File: config.mk
export PLATFORM = sky130hd
export DESIGN_NAME = acfm_top
export DESIGN_NICKNAME = d
export VERILOG_FILES = /design/src/inc/acfm_pkg.sv /design/src/logic/acfm_fifo.sv /design/src/logic/acfm_top.sv
export SDC_FILE = /design/constraint.sdc
export NUM_CORES = 1
export LEC_CHECK = 0
export CORE_MARGIN = 10
export CORE_UTILIZATION = 68
export DETAILED_ROUTE_END_ITERATION = 10
export DONT_BUFFER_PORTS = 1
export PLACE_DENSITY = 0.82
export REMOVE_ABC_BUFFERS = 1
export SYNTH_ARGS = -nofsm -noshare
export SYNTH_HDL_FRONTEND = slang
export SYNTH_SLANG_ARGS = --single-unit
File: constraint.sdc
create_clock -name clk_i -period 11.9 [get_ports clk_i]
set_input_delay 1.19 -clock clk_i [delete_from_list [all_inputs] [get_ports clk_i]]
set_output_delay 1.19 -clock clk_i [all_outputs]
set_load 0.01 [all_outputs]
File: src/inc/acfm_pkg.sv
package acfm_pkg;

  // ----------------------------------------------------------------
  // register map (byte addresses, one word each)
  // ----------------------------------------------------------------
  localparam logic [7:0] OFF_FEAT = 8'h00;
  localparam logic [7:0] OFF_SCNT = 8'h04;
  localparam logic [7:0] OFF_SNUM = 8'h08;
  localparam logic [7:0] OFF_CYLL = 8'h0c;
  localparam logic [7:0] OFF_CYLH = 8'h10;
  localparam logic [7:0] OFF_DRVH = 8'h14;
  localparam logic [7:0] OFF_CMD = 8'h18;
  localparam logic [7:0] OFF_STAT = 8'h1c;
  localparam logic [7:0] OFF_LBA = 8'h20;
  localparam logic [7:0] OFF_CTRL = 8'h24;
  localparam logic [7:0] OFF_FAIL = 8'h28;
  localparam logic [7:0] OFF_MAP = 8'h2c;
  localparam logic [7:0] OFF_DATA = 8'h30;

  // ----------------------------------------------------------------
  // field positions
  // ----------------------------------------------------------------
  localparam int DH_LBA_BIT = 6;
  localparam int DH_DRV_BIT = 4;
  localparam int FAIL_VLD_BIT = 8;
  localparam int ST_BUSY_BIT = 0;
  localparam int ST_ERR_BIT = 1;
  localparam int ST_WBLK_BIT = 3;
  localparam int ST_FREE_LSB = 4;
  localparam int ST_FREE_W = 5;
  localparam int ST_IDX_LSB = 12;

  // ----------------------------------------------------------------
  // block table geometry
  // ----------------------------------------------------------------
  localparam int NBLK = 16;
  localparam int NLOG = 12;
  localparam int BLK_W = 4;
  localparam int BLK_SHIFT = 8;
  localparam logic [ST_FREE_W-1:0] FREE_MIN = 5'h02;
  localparam logic [BLK_W:0] NLOG_W = 5'h0c;

  localparam logic [1:0] CLS_NORMAL = 2'h0;
  localparam logic [1:0] CLS_FREE = 2'h1;
  localparam logic [1:0] CLS_BAD = 2'h2;

  // ----------------------------------------------------------------
  // data path and error correction
  // ----------------------------------------------------------------
  localparam int DW = 32;
  localparam int FIFO_DEPTH = 8;
  localparam int SECT_BYTES = 512;
  localparam int SECT_WORDS = SECT_BYTES / (DW / 8);
  localparam int SECT_CW = 7;
  localparam int ECC_T_LOW = 8;
  localparam int ECC_T_HIGH = 15;

  // ----------------------------------------------------------------
  // command kinds and states
  // ----------------------------------------------------------------
  typedef enum logic [2:0] {
    K_NONE = 3'h0,
    K_READ = 3'h1,
    K_WRITE = 3'h2,
    K_VERIFY = 3'h3,
    K_SEEK = 3'h4,
    K_SUBCMD = 3'h5,
    K_CTRL = 3'h6
  } acfm_kind_t;

  typedef enum logic [2:0] {
    S_IDLE = 3'b001,
    S_DECODE = 3'b010,
    S_ISSUE = 3'b100
  } acfm_state_t;

  typedef struct packed {
    acfm_kind_t kind;
    logic [7:0] opcode;
    logic [7:0] subcmd;
    logic [7:0] count;
    logic [7:0] sector;
    logic [15:0] cyl;
    logic drive;
    logic [3:0] head;
    logic lba_mode;
    logic [27:0] lba;
    logic [BLK_W-1:0] pblk;
  } acfm_cmd_t;

  typedef struct packed {
    acfm_kind_t kind;
    logic fr;
    logic sc;
    logic sn;
    logic cy;
    logic hd;
  } acfm_use_t;

endpackage

File: src/logic/acfm_fifo.sv
`timescale 1ns/10ps
module acfm_fifo #(
  parameter int WIDTH = 32,
  parameter int DEPTH = 8
) (
  input wire logic clk_i,
  input wire logic rst_i,
  input wire logic in_valid_i,
  output logic in_ready_o,
  input wire logic [WIDTH-1:0] in_data_i,
  output logic out_valid_o,
  input wire logic out_ready_i,
  output logic [WIDTH-1:0] out_data_o
);
  localparam int AW = $clog2(DEPTH);

  logic [WIDTH-1:0] mem_q [DEPTH];
  logic [AW-1:0] wptr_q;
  logic [AW-1:0] rptr_q;
  logic [AW:0] cnt_q;
  logic push;
  logic pop;

  assign in_ready_o = (cnt_q != DEPTH[AW:0]);
  assign out_valid_o = (cnt_q != '0);
  assign push = in_valid_i & in_ready_o;
  assign pop = out_valid_o & out_ready_i;
  assign out_data_o = mem_q[rptr_q];

  always_ff @(posedge clk_i)
  begin
    if (push)
    begin
      mem_q[wptr_q] <= in_data_i;
    end
  end

  always_ff @(posedge clk_i)
  begin
    if (rst_i)
    begin
      wptr_q <= '0;
      rptr_q <= '0;
      cnt_q <= '0;
    end
    else
    begin
      if (push)
      begin
        wptr_q <= wptr_q + 1'b1;
      end
      if (pop)
      begin
        rptr_q <= rptr_q + 1'b1;
      end
      if (push != pop)
      begin
        cnt_q <= push ? cnt_q + 1'b1 : cnt_q - 1'b1;
      end
    end
  end
endmodule

File: src/logic/acfm_top.sv
// Added by the designer: register access over Wishbone and the address map.
`timescale 1ns/10ps
module acfm_top (
  input wire logic clk_i,
  input wire logic rst_i,
  input wire logic wb_cyc_i,
  input wire logic wb_stb_i,
  input wire logic wb_we_i,
  input wire logic [7:0] wb_adr_i,
  input wire logic [3:0] wb_sel_i,
  input wire logic [31:0] wb_dat_i,
  output logic [31:0] wb_dat_o,
  output logic wb_ack_o,
  output acfm_pkg::acfm_cmd_t cmd_o,
  output logic cmd_valid_o,
  input wire logic cmd_ready_i,
  output logic [acfm_pkg::DW-1:0] flash_dat_o,
  output logic flash_valid_o,
  input wire logic flash_ready_i,
  output logic sect_end_o,
  output logic ecc_strong_o,
  output logic wr_blocked_o
);

  // ----------------------------------------------------------------
  // bus decode
  // ----------------------------------------------------------------
  logic ack_q;
  logic [31:0] rdat_q;
  logic req;
  logic wr_ok;
  logic lane0;
  logic sel_cmd;
  logic sel_data;
  logic sel_fail;
  logic fifo_in_ready;
  logic stall;

  assign req = wb_cyc_i & wb_stb_i;
  assign lane0 = wb_sel_i[0];
  assign sel_cmd = (wb_adr_i == acfm_pkg::OFF_CMD);
  assign sel_data = (wb_adr_i == acfm_pkg::OFF_DATA);
  assign sel_fail = (wb_adr_i == acfm_pkg::OFF_FAIL);
  // a full fifo holds off the ack, so the bus master is stalled
  assign stall = wb_we_i & sel_data & ~fifo_in_ready;
  assign wr_ok = req & wb_we_i & ack_q;
  assign wb_ack_o = ack_q;
  assign wb_dat_o = rdat_q;

  // ----------------------------------------------------------------
  // taskfile registers
  // ----------------------------------------------------------------
  logic [7:0] feat_q;
  logic [7:0] scnt_q;
  logic [7:0] snum_q;
  logic [7:0] cyll_q;
  logic [7:0] cylh_q;
  logic [7:0] drvh_q;
  logic [7:0] op_q;
  logic ctrl_q;
  logic [acfm_pkg::BLK_W-1:0] mapsel_q;
  logic err_q;
  acfm_pkg::acfm_state_t st_q;
  acfm_pkg::acfm_state_t st_d;
  acfm_pkg::acfm_cmd_t cmd_q;
  acfm_pkg::acfm_cmd_t cmd_d;

  always_ff @(posedge clk_i)
  begin
    if (rst_i)
    begin
      feat_q <= 8'h00;
      scnt_q <= 8'h00;
      snum_q <= 8'h00;
      cyll_q <= 8'h00;
      cylh_q <= 8'h00;
      drvh_q <= 8'h00;
      ctrl_q <= 1'b0;
      mapsel_q <= '0;
    end
    else if (wr_ok && lane0)
    begin
      case (wb_adr_i)
        acfm_pkg::OFF_FEAT: feat_q <= wb_dat_i[7:0];
        acfm_pkg::OFF_SCNT: scnt_q <= wb_dat_i[7:0];
        acfm_pkg::OFF_SNUM: snum_q <= wb_dat_i[7:0];
        acfm_pkg::OFF_CYLL: cyll_q <= wb_dat_i[7:0];
        acfm_pkg::OFF_CYLH: cylh_q <= wb_dat_i[7:0];
        acfm_pkg::OFF_DRVH: drvh_q <= wb_dat_i[7:0];
        acfm_pkg::OFF_CTRL: ctrl_q <= wb_dat_i[0];
        acfm_pkg::OFF_MAP: mapsel_q <= wb_dat_i[acfm_pkg::BLK_W-1:0];
        default: ;
      endcase
    end
  end

  // ----------------------------------------------------------------
  // opcode classification
  // ----------------------------------------------------------------
  function automatic acfm_pkg::acfm_use_t classify(input logic [7:0] op);
    acfm_pkg::acfm_use_t u;
    u = '0;
    case (op)
      8'hc8, 8'hc9, 8'hc4, 8'h20, 8'h21:
      begin
        u = {acfm_pkg::K_READ, 5'b01111};
      end
      8'hca, 8'hc5, 8'h30:
      begin
        u = {acfm_pkg::K_WRITE, 5'b01111};
      end
      8'h40, 8'h41:
      begin
        u = {acfm_pkg::K_VERIFY, 5'b01111};
      end
      8'h91:
      begin
        u = {acfm_pkg::K_CTRL, 5'b01001};
      end
      8'he3, 8'hc6:
      begin
        u = {acfm_pkg::K_CTRL, 5'b01000};
      end
      8'hef:
      begin
        u = {acfm_pkg::K_SUBCMD, 5'b10000};
      end
      8'hb0:
      begin
        u = {acfm_pkg::K_SUBCMD, 5'b11110};
      end
      8'he5, 8'h90, 8'he7, 8'hec, 8'he1, 8'h10, 8'he6, 8'he2,
      8'he0, 8'hf1, 8'hf2, 8'hf3, 8'hf4, 8'hf5, 8'hf6:
      begin
        u = {acfm_pkg::K_CTRL, 5'b00000};
      end
      default:
      begin
        if (op[7:4] == 4'h7)
        begin
          u = {acfm_pkg::K_SEEK, 5'b00011};
        end
        else
        begin
          u = {acfm_pkg::K_NONE, 5'b00000};
        end
      end
    endcase
    return u;
  endfunction

  // ----------------------------------------------------------------
  // block table
  // ----------------------------------------------------------------
  logic [1:0] cls_q [acfm_pkg::NBLK];
  logic [acfm_pkg::BLK_W-1:0] map_q [acfm_pkg::NLOG];
  logic [acfm_pkg::ST_FREE_W-1:0] free_cnt;
  logic [acfm_pkg::BLK_W-1:0] free_idx;
  logic free_any;
  logic [acfm_pkg::BLK_W-1:0] fail_log;
  logic fail_hit;
  logic [acfm_pkg::BLK_W-1:0] fail_blk;
  logic fail_go;

  assign fail_blk = wb_dat_i[acfm_pkg::BLK_W-1:0];
  assign fail_go = wr_ok & lane0 & sel_fail
                 & wb_sel_i[1] & wb_dat_i[acfm_pkg::FAIL_VLD_BIT];

  always_comb
  begin
    free_cnt = '0;
    free_idx = '0;
    free_any = 1'b0;
    for (int i = acfm_pkg::NBLK - 1; i >= 0; i--)
    begin
      if (cls_q[i] == acfm_pkg::CLS_FREE)
      begin
        free_cnt = free_cnt + 1'b1;
        free_idx = i[acfm_pkg::BLK_W-1:0];
        free_any = 1'b1;
      end
    end
  end

  always_comb
  begin
    fail_log = '0;
    fail_hit = 1'b0;
    for (int i = 0; i < acfm_pkg::NLOG; i++)
    begin
      if (map_q[i] == fail_blk)
      begin
        fail_log = i[acfm_pkg::BLK_W-1:0];
        fail_hit = 1'b1;
      end
    end
  end

  always_ff @(posedge clk_i)
  begin
    if (rst_i)
    begin
      for (int i = 0; i < acfm_pkg::NBLK; i++)
      begin
        cls_q[i] <= (i < acfm_pkg::NLOG) ? acfm_pkg::CLS_NORMAL
                                          : acfm_pkg::CLS_FREE;
      end
      for (int i = 0; i < acfm_pkg::NLOG; i++)
      begin
        map_q[i] <= i[acfm_pkg::BLK_W-1:0];
      end
    end
    else if (fail_go)
    begin
      if (cls_q[fail_blk] == acfm_pkg::CLS_NORMAL)
      begin
        cls_q[fail_blk] <= acfm_pkg::CLS_BAD;
        if (free_any && fail_hit)
        begin
          cls_q[free_idx] <= acfm_pkg::CLS_NORMAL;
          map_q[fail_log] <= free_idx;
        end
      end
      else if (cls_q[fail_blk] == acfm_pkg::CLS_FREE)
      begin
        cls_q[fail_blk] <= acfm_pkg::CLS_BAD;
      end
    end
  end

  assign wr_blocked_o = (free_cnt <= acfm_pkg::FREE_MIN);

  // ----------------------------------------------------------------
  // command sequencer
  // ----------------------------------------------------------------
  acfm_pkg::acfm_use_t use_w;
  logic lba_mode;
  logic [27:0] lba_w;
  logic [acfm_pkg::BLK_W:0] lblk;
  logic in_range;
  logic xfer;
  logic refuse;
  logic cmd_go;

  assign use_w = classify(op_q);
  assign lba_mode = drvh_q[acfm_pkg::DH_LBA_BIT];
  assign lba_w = {drvh_q[3:0], cylh_q, cyll_q, snum_q};
  assign lblk = {1'b0,
    lba_w[acfm_pkg::BLK_SHIFT +: acfm_pkg::BLK_W]};
  assign in_range = ~lba_mode | (lblk < acfm_pkg::NLOG_W);
  assign xfer = (use_w.kind == acfm_pkg::K_READ)
              | (use_w.kind == acfm_pkg::K_WRITE)
              | (use_w.kind == acfm_pkg::K_VERIFY);
  // an unknown opcode or an LBA transfer whose block (LBA bits 11:8) lies past the map never reaches flash
  assign refuse = (use_w.kind == acfm_pkg::K_NONE)
                | ((use_w.kind == acfm_pkg::K_WRITE) & wr_blocked_o)
                | (xfer & ~in_range);
  assign cmd_go = wr_ok & lane0 & sel_cmd
                & (st_q == acfm_pkg::S_IDLE);

  always_comb
  begin
    cmd_d = '0;
    cmd_d.kind = use_w.kind;
    cmd_d.opcode = op_q;
    cmd_d.subcmd = use_w.fr ? feat_q : 8'h00;
    cmd_d.count = use_w.sc ? scnt_q : 8'h00;
    cmd_d.sector = use_w.sn ? snum_q : 8'h00;
    cmd_d.cyl = use_w.cy ? {cylh_q, cyll_q} : 16'h0000;
    cmd_d.drive = drvh_q[acfm_pkg::DH_DRV_BIT];
    cmd_d.head = use_w.hd ? drvh_q[3:0] : 4'h0;
    cmd_d.lba_mode = xfer & lba_mode;
    cmd_d.lba = (xfer & lba_mode) ? lba_w : 28'h0000000;
    cmd_d.pblk = (xfer & lba_mode) ? map_q[lblk[acfm_pkg::BLK_W-1:0]]
                                   : '0;
  end

  always_comb
  begin
    case (st_q)
      acfm_pkg::S_IDLE: st_d = cmd_go ? acfm_pkg::S_DECODE : st_q;
      acfm_pkg::S_DECODE: st_d = refuse ? acfm_pkg::S_IDLE
                                        : acfm_pkg::S_ISSUE;
      acfm_pkg::S_ISSUE: st_d = cmd_ready_i ? acfm_pkg::S_IDLE : st_q;
      default: st_d = acfm_pkg::S_IDLE;
    endcase
  end

  always_ff @(posedge clk_i)
  begin
    if (rst_i)
    begin
      st_q <= acfm_pkg::S_IDLE;
      op_q <= 8'h00;
      err_q <= 1'b0;
      cmd_q <= '0;
    end
    else
    begin
      st_q <= st_d;
      if (cmd_go)
      begin
        op_q <= wb_dat_i[7:0];
        err_q <= 1'b0;
      end
      if (st_q == acfm_pkg::S_DECODE)
      begin
        err_q <= refuse;
        cmd_q <= refuse ? cmd_q : cmd_d;
      end
    end
  end

  assign cmd_o = cmd_q;
  assign cmd_valid_o = (st_q == acfm_pkg::S_ISSUE);

  // ----------------------------------------------------------------
  // write data path and sector framing
  // ----------------------------------------------------------------
  logic fifo_push;
  logic fifo_out_valid;
  logic [acfm_pkg::SECT_CW-1:0] word_q;
  logic sect_q;
  logic pop;

  assign fifo_push = req & wb_we_i & sel_data & ~ack_q;

  acfm_fifo #(
    .WIDTH(acfm_pkg::DW),
    .DEPTH(acfm_pkg::FIFO_DEPTH)
  ) u_fifo (
    .clk_i(clk_i),
    .rst_i(rst_i),
    .in_valid_i(fifo_push),
    .in_ready_o(fifo_in_ready),
    .in_data_i(wb_dat_i),
    .out_valid_o(fifo_out_valid),
    .out_ready_i(flash_ready_i),
    .out_data_o(flash_dat_o)
  );

  assign flash_valid_o = fifo_out_valid;
  assign pop = fifo_out_valid & flash_ready_i;

  // the coder closes its parity at each sector boundary
  always_ff @(posedge clk_i)
  begin
    if (rst_i)
    begin
      word_q <= '0;
      sect_q <= 1'b0;
    end
    else
    begin
      sect_q <= pop & (word_q == 7'(acfm_pkg::SECT_WORDS - 1));
      if (pop)
      begin
        word_q <= word_q + 1'b1;
      end
    end
  end

  assign sect_end_o = sect_q;
  assign ecc_strong_o = ctrl_q;

  // ----------------------------------------------------------------
  // bus answer
  // ----------------------------------------------------------------
  logic [31:0] rmux;
  logic [31:0] stat_w;

  // the abort bit always follows the error bit, so err_q shows twice
  assign stat_w = {16'h0000, cmd_q.pblk, 3'b000,
    free_cnt, wr_blocked_o, err_q, err_q,
    st_q != acfm_pkg::S_IDLE};

  always_comb
  begin
    case (wb_adr_i)
      acfm_pkg::OFF_FEAT: rmux = {24'h000000, feat_q};
      acfm_pkg::OFF_SCNT: rmux = {24'h000000, scnt_q};
      acfm_pkg::OFF_SNUM: rmux = {24'h000000, snum_q};
      acfm_pkg::OFF_CYLL: rmux = {24'h000000, cyll_q};
      acfm_pkg::OFF_CYLH: rmux = {24'h000000, cylh_q};
      acfm_pkg::OFF_DRVH: rmux = {24'h000000, drvh_q};
      acfm_pkg::OFF_CMD: rmux = {24'h000000, op_q};
      acfm_pkg::OFF_STAT: rmux = stat_w;
      acfm_pkg::OFF_LBA: rmux = {4'h0, cmd_q.lba};
      acfm_pkg::OFF_CTRL: rmux = {31'h00000000, ctrl_q};
      acfm_pkg::OFF_MAP: rmux = {20'h00000, cls_q[mapsel_q], 2'h0,
        (mapsel_q < acfm_pkg::NLOG) ? map_q[mapsel_q] : 4'h0, mapsel_q};
      default: rmux = 32'h00000000;
    endcase
  end

  always_ff @(posedge clk_i)
  begin
    if (rst_i)
    begin
      ack_q <= 1'b0;
      rdat_q <= 32'h00000000;
    end
    else
    begin
      ack_q <= req & ~ack_q & ~stall;
      if (req && !ack_q)
      begin
        rdat_q <= rmux;
      end
    end
  end
endmodule

-- Word-level counts from Yosys, hierarchy flattened
Memories as Yosys holds them, arrays and structs flattened. A register that Yosys moved wholly into a read port is not among the register bits.
Index checks and enable logic that the tools add are counted.
- add/subtract/negate cells: 20
- equal/unequal tests: 84
- reduce and logical (&&, ||, !) cells: 27
- magnitude comparators: 3
- mux-type cells: 125
- bitwise operators: 33
- operators by type and width (kind ; count):
    case mux 28 bit (11 select lines) ; 1
    equality test 8 bit, second input constant ; 24
    2-to-1 mux 4 bit ; 40
    adder 5 x 1 -> 5 bit, second input constant ; 15
    2-to-1 mux 5 bit ; 15
    equality test 8 x 6 -> 1 bit, second input constant ; 8
    case mux 8 bit (8 select lines) ; 1
    2-to-1 mux 1 bit ; 53
    equality test 4 bit ; 12
    equality test 8 x 5 -> 1 bit, second input constant ; 5
    equality test 2 x 1 -> 1 bit, second input constant ; 17
    2-to-1 mux 8 bit ; 4
    2-to-1 mux 28 bit ; 1
    bitwise AND 1 bit ; 21
    AND reduction 2 bit ; 10
    equality test 8 x 4 -> 1 bit, second input constant ; 2
    equality test 8 x 7 -> 1 bit, second input constant ; 2
    2-to-1 mux 16 bit ; 1
    2-to-1 mux 3 bit ; 5
    OR reduction 15 bit ; 1
    equality test 3 x 2 -> 1 bit, second input constant ; 3
    case mux 3 bit (3 select lines) ; 1
    equality test 8 x 3 -> 1 bit, second input constant ; 1
    logical NOT 8 bit ; 1
    other kinds (28) ; 48
- logic and storage cells: 324
- output and inout port bits: 159
- memories kept: 3
- bits in writable memories: 336
- register bits: 205
- memories (name ; depth ; bits a word ; read ports ; clocked after memory_dff ; wr ports ; line ; RTL):
    u_fifo.mem_q ; 8 ; 32 ; 1 ; 1 ; 1 ; acfm_fifo.sv:17 ; logic [WIDTH-1:0] mem_q [DEPTH];
    map_q ; 12 ; 4 ; 14 ; 2 ; 12 ; acfm_top.sv:156 ; logic [acfm_pkg::BLK_W-1:0] map_q [acfm_pkg::NLOG];
    cls_q ; 16 ; 2 ; 18 ; 1 ; 16 ; acfm_top.sv:155 ; logic [1:0] cls_q [acfm_pkg::NBLK];

-- Depth between registers and ports, before layout
Gate-level depths: netlist of the first run.
An unclocked memory read counts as a cell.
- depth in word-level cells: 39
- mapped depth: 15
- gate-level depth less buffers: 13

-- Modules after synthesis
Synthesis of the first run repeated with hierarchy kept, for this count alone.
- cell total of the unflattened synthesis: 1741
- area, all modules: 23188.5 sq um
- modules (own cells, without submodules) (module ; seq. area each (sq um) ; cells each ; area each (sq um) ; instances):
    acfm_top ; 6145.9 ; 1292 ; 12884.9 ; 1
    acfm_fifo ; 7947.6 ; 449 ; 10303.6 ; 1

-- Least setup slack after synthesis of the first run
Ideal clock, no wire load.
- path kind: input -> register
- start point: in wb_adr_i[1]
- end point: mem u_fifo.mem_q[2][0] (enable)
- path slack: 6192 ps
- path buffers: 0
- cell stages on the path: 5
- data arrival time: 5240 ps
- cell sequence: or4_1 > or4_4 > nor3_4 > nand2b_1 > nor3b_1
- cells in the longest elaborated chain, start to end: 6
- ends and longest elaborated chain (element ; line ; RTL):
    start, declared ; acfm_top.sv:9 ; input wire logic [7:0] wb_adr_i,
    equality test 8 x 6 -> 1 bit ; acfm_top.sv:42 ; assign sel_data = (wb_adr_i == acfm_pkg::OFF_DATA);
    bitwise AND 1 bit (2 in series) ; acfm_top.sv:326 ; assign fifo_push = req & wb_we_i & sel_data & ~ack_q;
    bitwise AND 1 bit ; acfm_fifo.sv:26 ; assign push = in_valid_i & in_ready_o;
    2-to-1 mux 1 bit ; acfm_fifo.sv:32 ; if (push)
    2-to-1 mux 1 bit (not written as such) ; acfm_fifo.sv:34 ; mem_q[wptr_q] <= in_data_i;
    end, declared ; acfm_fifo.sv:17 ;
Every way passes these cells.

-- Worst setup path in the final report of the first run
- start point: in wb_adr_i[1]
- end point: mem u_fifo.mem_q[2][12] (enable)
Same word-level chain as after synthesis.

==> results of run 1 <==
sequential cells by signal, summed over array words and instances (netlist names), 7 cells and up, named ones only:
name / flops
u_fifo.mem_q: 256
cmd_o: 89
map_q: 56
wb_dat_o: 28
cls_q: 20
cylh_q: 8
cyll_q: 8
drvh_q: 8
feat_q: 8
op_q: 8
scnt_q: 8
snum_q: 8
word_q: 7
worst max-delay path, cell delays in order:
cell      delay, ns
or4_1          0.65
or4_4          0.60
nor3_4         0.47
nand2b_1       0.31
nor3b_2        0.82
buf_4          0.53
worst paths after layout:
kind                                       endpoint  slack, ns  cells past startpoint
worst max-delay path            u_fifo.mem_q[2][12]       7.53                      6
worst min-delay path                      drvh_q[7]       0.47                      2
worst max register to register            cmd_o[39]       7.91                     12
worst min register to register            drvh_q[7]       0.47                      2
cell usage in the layout, fill, tap and decap left out, drive strengths merged, types with 16 or more instances in the layout:
master,count
nor2,109
conb,16
a22oi,30
xnor2,31
mux2i,21
buf,21
nand2b,21
nor3,35
dfxtp,224
xor2,26
mux4,108
clkbuf,69
a21oi,93
a22o,56
nand4,19
edfxtp,320
nand3,82
mux2,32
inv,22
o21ai,58
nand2,127
metrics by stage:
step | hold slack, ns | cells | power (mW)
2_1_floorplan | 0.4301 | 1632 | 2.398
4_1_cts | 0.4580 | 2196 | 4.160
3_3_place_gp | 0.4385 | 2101 | 2.456
5_1_grt | 0.4845 | 2196 | 4.257
6_report | 0.4652 | 2196 | 4.154
3_5_place_dp | 0.4493 | 2101 | 2.470
metal layers:
layer	vias to the layer above	GRT usage	routed length [um]
li1	6600	-	-
met1	7923	0.4038	23350
met2	1201	0.5018	31860
met3	162	0.09588	8955
met4	2	0.1039	2348
met5	-	0	12
power breakdown:
| part | leakage (nW) | internal (mW) | switching, mW |
|---|---|---|---|
| logic | 2.54 | 0.195 | 0.216 |
| clock network | 0.848 | 0.988 | 0.724 |
| registers | 4.68 | 2.01 | 0.0243 |
logic make-up after synthesis:
group,count (synthesis),synth area share
and+or+nand+nor,502,0.1134
AOI/OAI and AO/OA,320,0.09357
other,1,0.0001614
xor gates and xnor gates,57,0.02149
muxes,161,0.1293
adders and majority gates,11,0.006249
buffers and inverters,155,0.02903
DFF,544,0.6068
layout make-up:
| type | count | area (um2) | area share |
|---|---|---|---|
| Sequential cell | 544 | 14100 | 0.5584 |
| Multi-Input combinational cell | 1067 | 8582 | 0.3399 |
| Clock buffer | 69 | 1480 | 0.05862 |
| Tap cell | 448 | 560.5 | 0.02220 |
| Clock inverter | 26 | 290.3 | 0.01150 |
| Timing Repair Buffer | 21 | 157.7 | 0.006244 |
| Inverter | 21 | 78.83 | 0.003122 |
==> qor.txt, run 1 <==
status - complete, no violations
PnR worst setup slack - 7.530 ns
worst slew pin tran - 1.257 ns
Detail Placement HPWL - 41390 um
Max clock buf depth - 3
RR Startpoint - cls_q[14][1]
# DRC - 0
Final ANT Viol Nets - 0
achievable frequency - 228.8 MHz
Post-synth ARST share - 0
worst vdd ir - 0.1340 mV
synth unique cells - 92
clk root buf - clkbuf_16
vias in the first global route - 15640
die width - 204.8 um
fin area - 25250 um2
Initial DRC Count - 2432
first-pass GRT wire length - 100200 um
clk sinks - 544
Final Util - 0.7511
Max Slew Vio Count - 0
Worst setup SP type - input port
Tmin final - 4.370 ns
final WL - 66520 um
CP Data Required Time - 12.12 ns
layout net count - 1768
Yosys top cell area share - 0.4137
WP data arrival - 4.59 ns
Die Area - 41950 um2
GRT Overall Usage - 0.3140
Initial Util - 0.6910
DR vias - 15890
vias per cell - 7.235
Mapped Avg Cell Area - 13.27 um2
Overflow after GRT - 0
num rows - 67
DIE HEIGHT - 204.8 um
maxcap violations - 0
wire per inst - 30.29 um
Layout area overhead - 8.705%
Post-CTS Setup Bufs - 0
setup violators final - 0
CTS tree - built
Pleak - 8.071 nW
hold crit path type - reg2reg
I/O pin count - 210
synthesized flop and latch total - 544
H-tree depth - 2
most frequent cells after synthesis - 320 x edfxtp_1, 224 x dfxtp_1, 127 x nand2_1
Fin. Hold Viols - 0
Worst-Skew Late Latency - 0.59 ns
leading area contributor after synthesis - edfxtp_1
ys flop type - edfxtp_1
core area - 33620 um2
EDFF count, synth - 320
Cell Pwr Density - 164.5 nW/um2
critical path capture point type - flip-flop
fin crit share - 0.3672
pin count of the biggest net entering global routing - 152
yosys warns - 0
kind of critical path - in2reg
TritonRoute pass-1 iters - 7
Inserted Clock Buffers - 51
port bufs - 0
mapped cell area - 23230 um2
critical path fanouts, max - 25
Hold Buf Count CTS - 0
initial antenna violation count - 3
sum of negative setup slack - 0 ns
clk slew on worst S/H paths - 0.07 ns
Post-DP Area - 23480 um2
synth top area cells - edfxtp_1 41%, dfxtp_1 19%, mux4_2 10%
Worst setup startpoint - wb_adr_i[1]
most frequent cell after synthesis - edfxtp_1
Place WS - 7.130 ns
Ant. Diodes - 0
RSZ-0062 raised after global routing - false
min-delay src - drvh_q[7]
PostCTS Resize Cnt - 0
Mapped Cells - 1751
gpl congestion - 0.9761
number of fill cells - 1943
fraction of layout cells with a size suffix above 1 - 0.1636
relative max-transition margin - 0.1590
Layout Skew - 0.02374 ns
Seq/Total Area, Yosys - 0.6068
Power figures use the tool's default switching activity.
==> run 2, diff against run 1 <==
Settings changed: CORE_UTILIZATION 68 to 63, PLACE_DENSITY 0.82 to 0.77.
Clock period 11.9 ns to 4.2 ns, I/O delays scaled along.
==> run 2 against run 1 <==
Against the previous run: design area grew 1.5%; worst hold slack lost 0.43 ns; count of clock-buffer cells in the layout grew 4; utilization shrank 4.9 points; non-clock buffer count grew 46; sequential cell count is the same; sequential power grew to 2.9 times the previous value; critical path type is now reg2reg; highest routed layer is now met4.
==> qor.txt, run 2 (synthesized netlist as in run 1, its figures left out) <==
gpl congestion - 0.9295 (-4.8%)
reg2reg setup slack - 0.56 ns (-7.35 ns)
Pleak - 8.246 nW (+2.2%)
combinational share of power - 0.100 (about the same)
cell chain of the critical path - nand2b_1, ha_1, inv_1, xnor2_1, ha_1, o22ai_1, a221oi_1, o21a_1, nor4bb_4, buf_4, nor2_1, o21ai_0
most common cell after layout, fill and taps aside - edfxtp_1
WP data arrival - 4.10 ns (-0.49 ns)
hold depth - 2 (unchanged)
GRT Overall Usage - 0.2736 (-0.04040)
CTS tree - built
worst vdd ir - 0.3810 mV (+180%)
Inserted Clock Buffers - 52 (+2.0%)
first-pass GRT wire length - 93140 um (-7.1%)
RSZ-0062 raised after global routing - false
TritonRoute pass-1 iters - 6 (-1)
flip-flop count of the largest register after layout - 256 (unchanged)
Tmin final - 3.642 ns
RR Startpoint - cls_q[14][1]
Buf/Inv on CP - 2 (+1)
relative max-transition margin - 0.2679 (+0.1090)
Final ANT Viol Nets - 0 (unchanged)
hold crit path type - in2reg
setup violators final - 0 (unchanged)
critical path's largest stage delay - 0.65 ns (-0.17 ns)
Cell Pwr Density - 450.7 nW/um2 (+170%)
Sw Ratio - 0.2322 (about the same)
r2r endpoint - cmd_o[36]
cell family with most CP delay - simple AND/OR/NAND/NOR gates
sum of negative setup slack - 0 ns (unchanged)
Internal Power - 8.870 mW (+180%)
register area - 14100 um2 (unchanged)
Max Slew Vio Count - 0 (unchanged)
Critical Path Most Common Cell - ha_1
Worst-Skew Late Latency - 0.61 ns (+0.02 ns)
Seq pwr share - 0.504 (+0.015)
PostCTS Resize Cnt - 0 (unchanged)
vias in the first global route - 14720 (-5.9%)
Fin. Hold Viols - 0 (unchanged)
final WL - 61880 um (-7.0%)
area of the multi-input gates - 8578 um2 (about the same)
initial antenna violation count - 1 (-2)
maxcap violations - 0 (unchanged)
critical path fanouts, max - 25 (unchanged)
achievable frequency - 274.6 MHz
die width - 212.0 um (+3.5%)
H-tree depth - 2 (unchanged)
critical path capture point type - flip-flop
min-delay src - rst_i
clk root buf - clkbuf_16
Detail Placement HPWL - 39900 um (-3.6%)
Initial DRC Count - 2100 (-14%)
fraction of layout cells with a size suffix above 1 - 0.1616 (-0.002056)
core area - 36520 um2 (+8.6%)
layout net count - 1815 (+2.7%)
vias per cell - 6.765 (-6.5%)
Worst setup SP type - flip-flop
most frequent cells in the layout - 320 x edfxtp_1, 221 x dfxtp_1, 127 x nand2_1, 108 x mux4_2, 104 x nor2_1
CP Data Required Time - 4.66 ns (-7.46 ns)
fin crit share - 0.8672
port bufs - 0 (unchanged)
hold endpoint - cls_q[12][0]
status - complete, no violations
P_sw - 2.683 mW (+180%)
Initial Util - 0.6360 (-0.05499)
Tot Pwr - 11.55 mW (+180%)
pin count of the biggest net entering global routing - 134 (-12%)
kind of critical path - reg2reg
I/O pin count - 210 (unchanged)
R2R cell count - 12 (unchanged)
Die Area - 44950 um2 (+7.1%)
clk slew on worst S/H paths - 0.06 ns (about the same)
worst slew pin tran - 1.093 ns (-0.1636 ns)
most flop-heavy register - u_fifo.mem_q
Layout area overhead - 10.37%
wire per inst - 27.33 um (-9.8%)
slowest CP cell - nor2_1
Overflow after GRT - 0 (unchanged)
num rows - 70 (+4.5%)
Max clock buf depth - 3 (unchanged)
Clk pwr share - 0.395 (-0.017)
clk sinks - 544 (unchanged)
Layout Skew - 0.03557 ns (+0.01183 ns)
DIE HEIGHT - 212.0 um (+3.5%)
DR vias - 15320 (-3.6%)
number of fill cells - 2427 (+25%)
# DRC - 0 (unchanged)
run 2: changes by cell type in the layout (fill, tap and decap cells not counted), moves of 3 or more:
cell,before,now
clkbuf_1,10,15
clkinvlp_4,6,3
buf_4,21,30
clkinv_1,5,8
dlygate4sd3_1,0,34
clkbuf_16,56,53
run 2: how the worst max path moves through the flow:
stage / slack [ns] / to / cells past startpoint / from
final: 0.56 / cmd_o[36] / 12 / cls_q[14][1]
after global routing: 0.30 / cmd_o[36] / 12 / cls_q[14][1]
after CTS: 0.63 / cmd_o[36] / 12 / cls_q[14][1]
after detailed placement: 0.65 / cmd_o[34] / 12 / cls_q[14][1]
after global placement: 0.76 / u_fifo.mem_q[6][16] / 6 / wb_adr_i[1]
after floorplan: -0.74 / u_fifo.mem_q[2][0] / 5 / wb_adr_i[1]
run 2: timing repair:
item	4_1_cts	5_1_grt
endpoints found under the setup margin	0	0
hold endpoints to repair	399	0
setup buffers	0	0
hold buffers	35	0
run 2: cell type report:
class                   count  area share
flip-flops and latches    544      0.5500
multi-input cells        1067      0.3346
clock buffers              73     0.05662
inverters                  21    0.003075
diodes                      1  0.00009761
clock inverters            23    0.008053
repair buffers             67     0.02470
well taps                 468     0.02284
run 2: per-layer routing:
| layer | global-route usage | up-vias | share of wire |
|---|---|---|---|
| met1 | 0.3533 | 7671 | 0.37 |
| met3 | 0.06759 | 120 | 0.11 |
| met5 | 0 | - | 0 |
| met2 | 0.4405 | 834 | 0.49 |
| li1 | - | 6692 | - |
| met4 | 0.1034 | 0 | 0.035 |
run 2: worst reg2reg max path, stage by stage, from the launching register on:
cell,delay [ns]
dfxtp_1,0.34
nand2b_1,0.23
ha_1,0.38
inv_1,0.08
xnor2_1,0.26
ha_1,0.29
o22ai_1,0.11
a221oi_1,0.37
o21a_1,0.25
nor4bb_4,0.09
buf_4,0.22
nor2_1,0.65
o21ai_0,0.22
run 2: stage by stage:
stage	hold slack, ns	area (um2)	std cells	util	setup slack [ns]
after floorplan	0.4301	22690	1632	-	-0.7375
after global placement	0.4398	23610	2132	0.6464	0.7597
after global routing	0.01882	25630	2263	0.7019	0.2962
after CTS	0.01010	25630	2263	0.7019	0.6309
final	0.03035	25640	2264	0.7019	0.5579
after detailed placement	0.4462	23610	2132	0.6464	0.6476
run 2: power groups by stage:
stage	clock [mW]	combinational, mW	sequential [mW]
5_1_grt	4.83	1.26	5.84
2_1_floorplan	0	0.826	5.97
6_report	4.57	1.16	5.83
3_3_place_gp	0	1.04	5.94
3_5_place_dp	0	1.07	5.95
4_1_cts	4.62	1.17	5.83
==> run 3, diff against run 2 <==
Settings changed: CORE_ASPECT_RATIO set to 1.25, SLEW_MARGIN set to 5.
==> run 3 against run 2 <==
Against the previous run: power is 1.1% lower; register-to-register slack better by 0.14 ns; cell count up 0.31%.
==> qor.txt, run 3 (synthesized netlist as in run 1, its figures left out) <==
worst vdd ir - 0.4061 mV (+6.6%)
setup violators final - 0 (unchanged)
critical path's largest stage delay - 0.51 ns (-0.14 ns)
hold crit path type - in2reg
fraction of layout cells with a size suffix above 1 - 0.1637 (+0.002127)
PnR worst setup slack - 0.6990 ns (+0.1411 ns)
gpl congestion - 0.9635 (+3.7%)
Cell Pwr Density - 446.6 nW/um2 (-0.90%)
DR vias - 15200 (-0.75%)
core area - 36400 um2 (-0.33%)
port bufs - 0 (unchanged)
worst slew pin tran - 1.079 ns (-0.01438 ns)
vias per cell - 6.694 (-1.1%)
Overflow after GRT - 0 (unchanged)
CTS tree - built
Detail Placement HPWL - 39650 um (-0.62%)
area of the multi-input gates - 8573 um2 (about the same)
cell family with most CP delay - compound AO/OA/AOI/OAI gates
Critical Path Most Common Cell - ha_1
num rows - 78 (+11%)
flip-flop count of the largest register after layout - 256 (unchanged)
wire per inst - 27.07 um (-0.96%)
most flop-heavy register - u_fifo.mem_q
most common cell after layout, fill and taps aside - edfxtp_1
critical path capture point type - flip-flop
Fin. Hold Viols - 0 (unchanged)
Layout area overhead - 10.14%
Max Slew Vio Count - 0 (unchanged)
kind of critical path - reg2reg
Initial DRC Count - 1329 (-37%)
first-pass GRT wire length - 93010 um (-0.13%)
Max clock buf depth - 3 (unchanged)
relative max-transition margin - 0.2797 (+0.01179)
maxcap violations - 0 (unchanged)
Initial Util - 0.6381 (+0.002098)
Worst setup SP type - flip-flop
final WL - 61470 um (-0.65%)
achievable frequency - 285.6 MHz (+4.0%)
sum of negative setup slack - 0 ns (unchanged)
number of fill cells - 2376 (-2.1%)
die width - 191.7 um (-9.6%)
RSZ-0062 raised after global routing - false
GRT Overall Usage - 0.2685 (-0.005044)
pin count of the biggest net entering global routing - 134 (unchanged)
WP data arrival - 4.04 ns (-0.06 ns)
Place WS - 0.7467 ns (+0.09909 ns)
slowest CP cell - buf_4
I/O pin count - 210 (unchanged)
most frequent cells in the layout - 320 x edfxtp_1, 221 x dfxtp_1, 127 x nand2_1, 108 x mux4_2, 104 x nor2_1
Final Util - 0.7028 (+0.0008730)
clk root buf - clkbuf_16
Buf/Inv on CP - 2 (unchanged)
Tmin final - 3.501 ns (-0.1411 ns)
Tot Pwr - 11.43 mW (-1.1%)
fin crit share - 0.8336 (-0.03359)
Inserted Clock Buffers - 50 (-3.8%)
CP Data Required Time - 4.74 ns (+0.08 ns)
status - complete, no violations
DIE HEIGHT - 234.7 um (+11%)
layout net count - 1811 (-0.22%)
Post-CTS Setup Bufs - 0 (unchanged)
H-tree depth - 2 (unchanged)
# DRC - 0 (unchanged)
cell chain of the critical path - nand2b_1, ha_1, inv_1, xnor2_1, ha_1, nand4b_1, o22ai_1, a221oi_1, o21a_1, nand4bb_2, a21oi_4, buf_4, a22o_1
clk slew on worst S/H paths - 0.07 ns (about the same)
reg2reg setup slack - 0.70 ns (+0.14 ns)
critical path fanouts, max - 53 (+110%)
vias in the first global route - 14980 (+1.8%)
register area - 14100 um2 (unchanged)
Worst-Skew Late Latency - 0.60 ns (about the same)
Die Area - 45000 um2 (+0.11%)
initial antenna violation count - 0 (-1)
TritonRoute pass-1 iters - 6 (unchanged)
Pleak - 8.229 nW (-0.20%)
clk sinks - 544 (unchanged)
Final ANT Viol Nets - 0 (unchanged)
Layout Skew - 0.03419 ns (-0.001380 ns)
==> run 3: what timing repair did <==
item | 4_1_cts | 5_1_grt
hold buffers | 34 | 0
resized for setup | 0 | 0
endpoints found under the hold margin | 399 | 0
==> run 3: worst register-to-register path: cells and delay by family, from the launching register on <==
| family | cells | cell delay (ns) |
|---|---|---|
| AND/OR/NAND/NOR | 3 | 0.62 |
| adder cells (fa/ha/maj) | 2 | 0.65 |
| XOR/XNOR | 1 | 0.25 |
| AO/OA/AOI/OAI | 5 | 1.03 |
| flip-flops | 1 | 0.33 |
| buffers and inverters | 2 | 0.59 |
==> run 3: path summary, 6_finish.rpt <==
check                     from          end  cells after the start
setup / recovery  cls_q[14][1]     cmd_o[7]                     13
hold / removal     wb_dat_i[1]  mapsel_q[1]                      2
setup reg to reg  cls_q[14][1]     cmd_o[7]                     13
hold reg to reg      drvh_q[5]    drvh_q[5]                      2
==> run 3: per-layer routing <==
| layer | vias up | share of wire | routed length [um] | global-route usage |
|---|---|---|---|---|
| met5 | - | 0 | 0 | 0 |
| met4 | 0 | 0.043 | 2632 | 0.1087 |
| met3 | 151 | 0.10 | 6302 | 0.07359 |
| met2 | 786 | 0.50 | 30540 | 0.4378 |
| met1 | 7608 | 0.36 | 22000 | 0.3313 |
| li1 | 6657 | - | - | - |
==> run 3: final cells by class <==
| cell class | count | area share |
|---|---|---|
| Tap cell | 480 | 0.02348 |
| Clock inverter | 14 | 0.004793 |
| Antenna cell | 1 | 0.00009781 |
| Sequential cell | 544 | 0.5511 |
| Multi-Input combinational cell | 1067 | 0.3351 |
| Timing Repair Buffer | 65 | 0.02357 |
| Inverter | 21 | 0.003081 |
| Clock buffer | 79 | 0.05874 |
==> run 3: power breakdown <==
group	switching [mW]	total, mW	leakage [nW]	internal, mW
sequential	0.108	5.79	4.68	5.69
clock	1.97	4.45	0.802	2.48
combinational	0.596	1.18	2.74	0.582
==> run 3: metrics by stage <==
stage	cells	cell area, um2	hold slack (ns)
4_1_cts	2270	25580	0.006419
3_5_place_dp	2143	23600	0.4557
5_1_grt	2270	25580	0.01743
2_1_floorplan	1632	22690	0.4301
6_report	2271	25580	0.02376
3_3_place_gp	2143	23600	0.4397
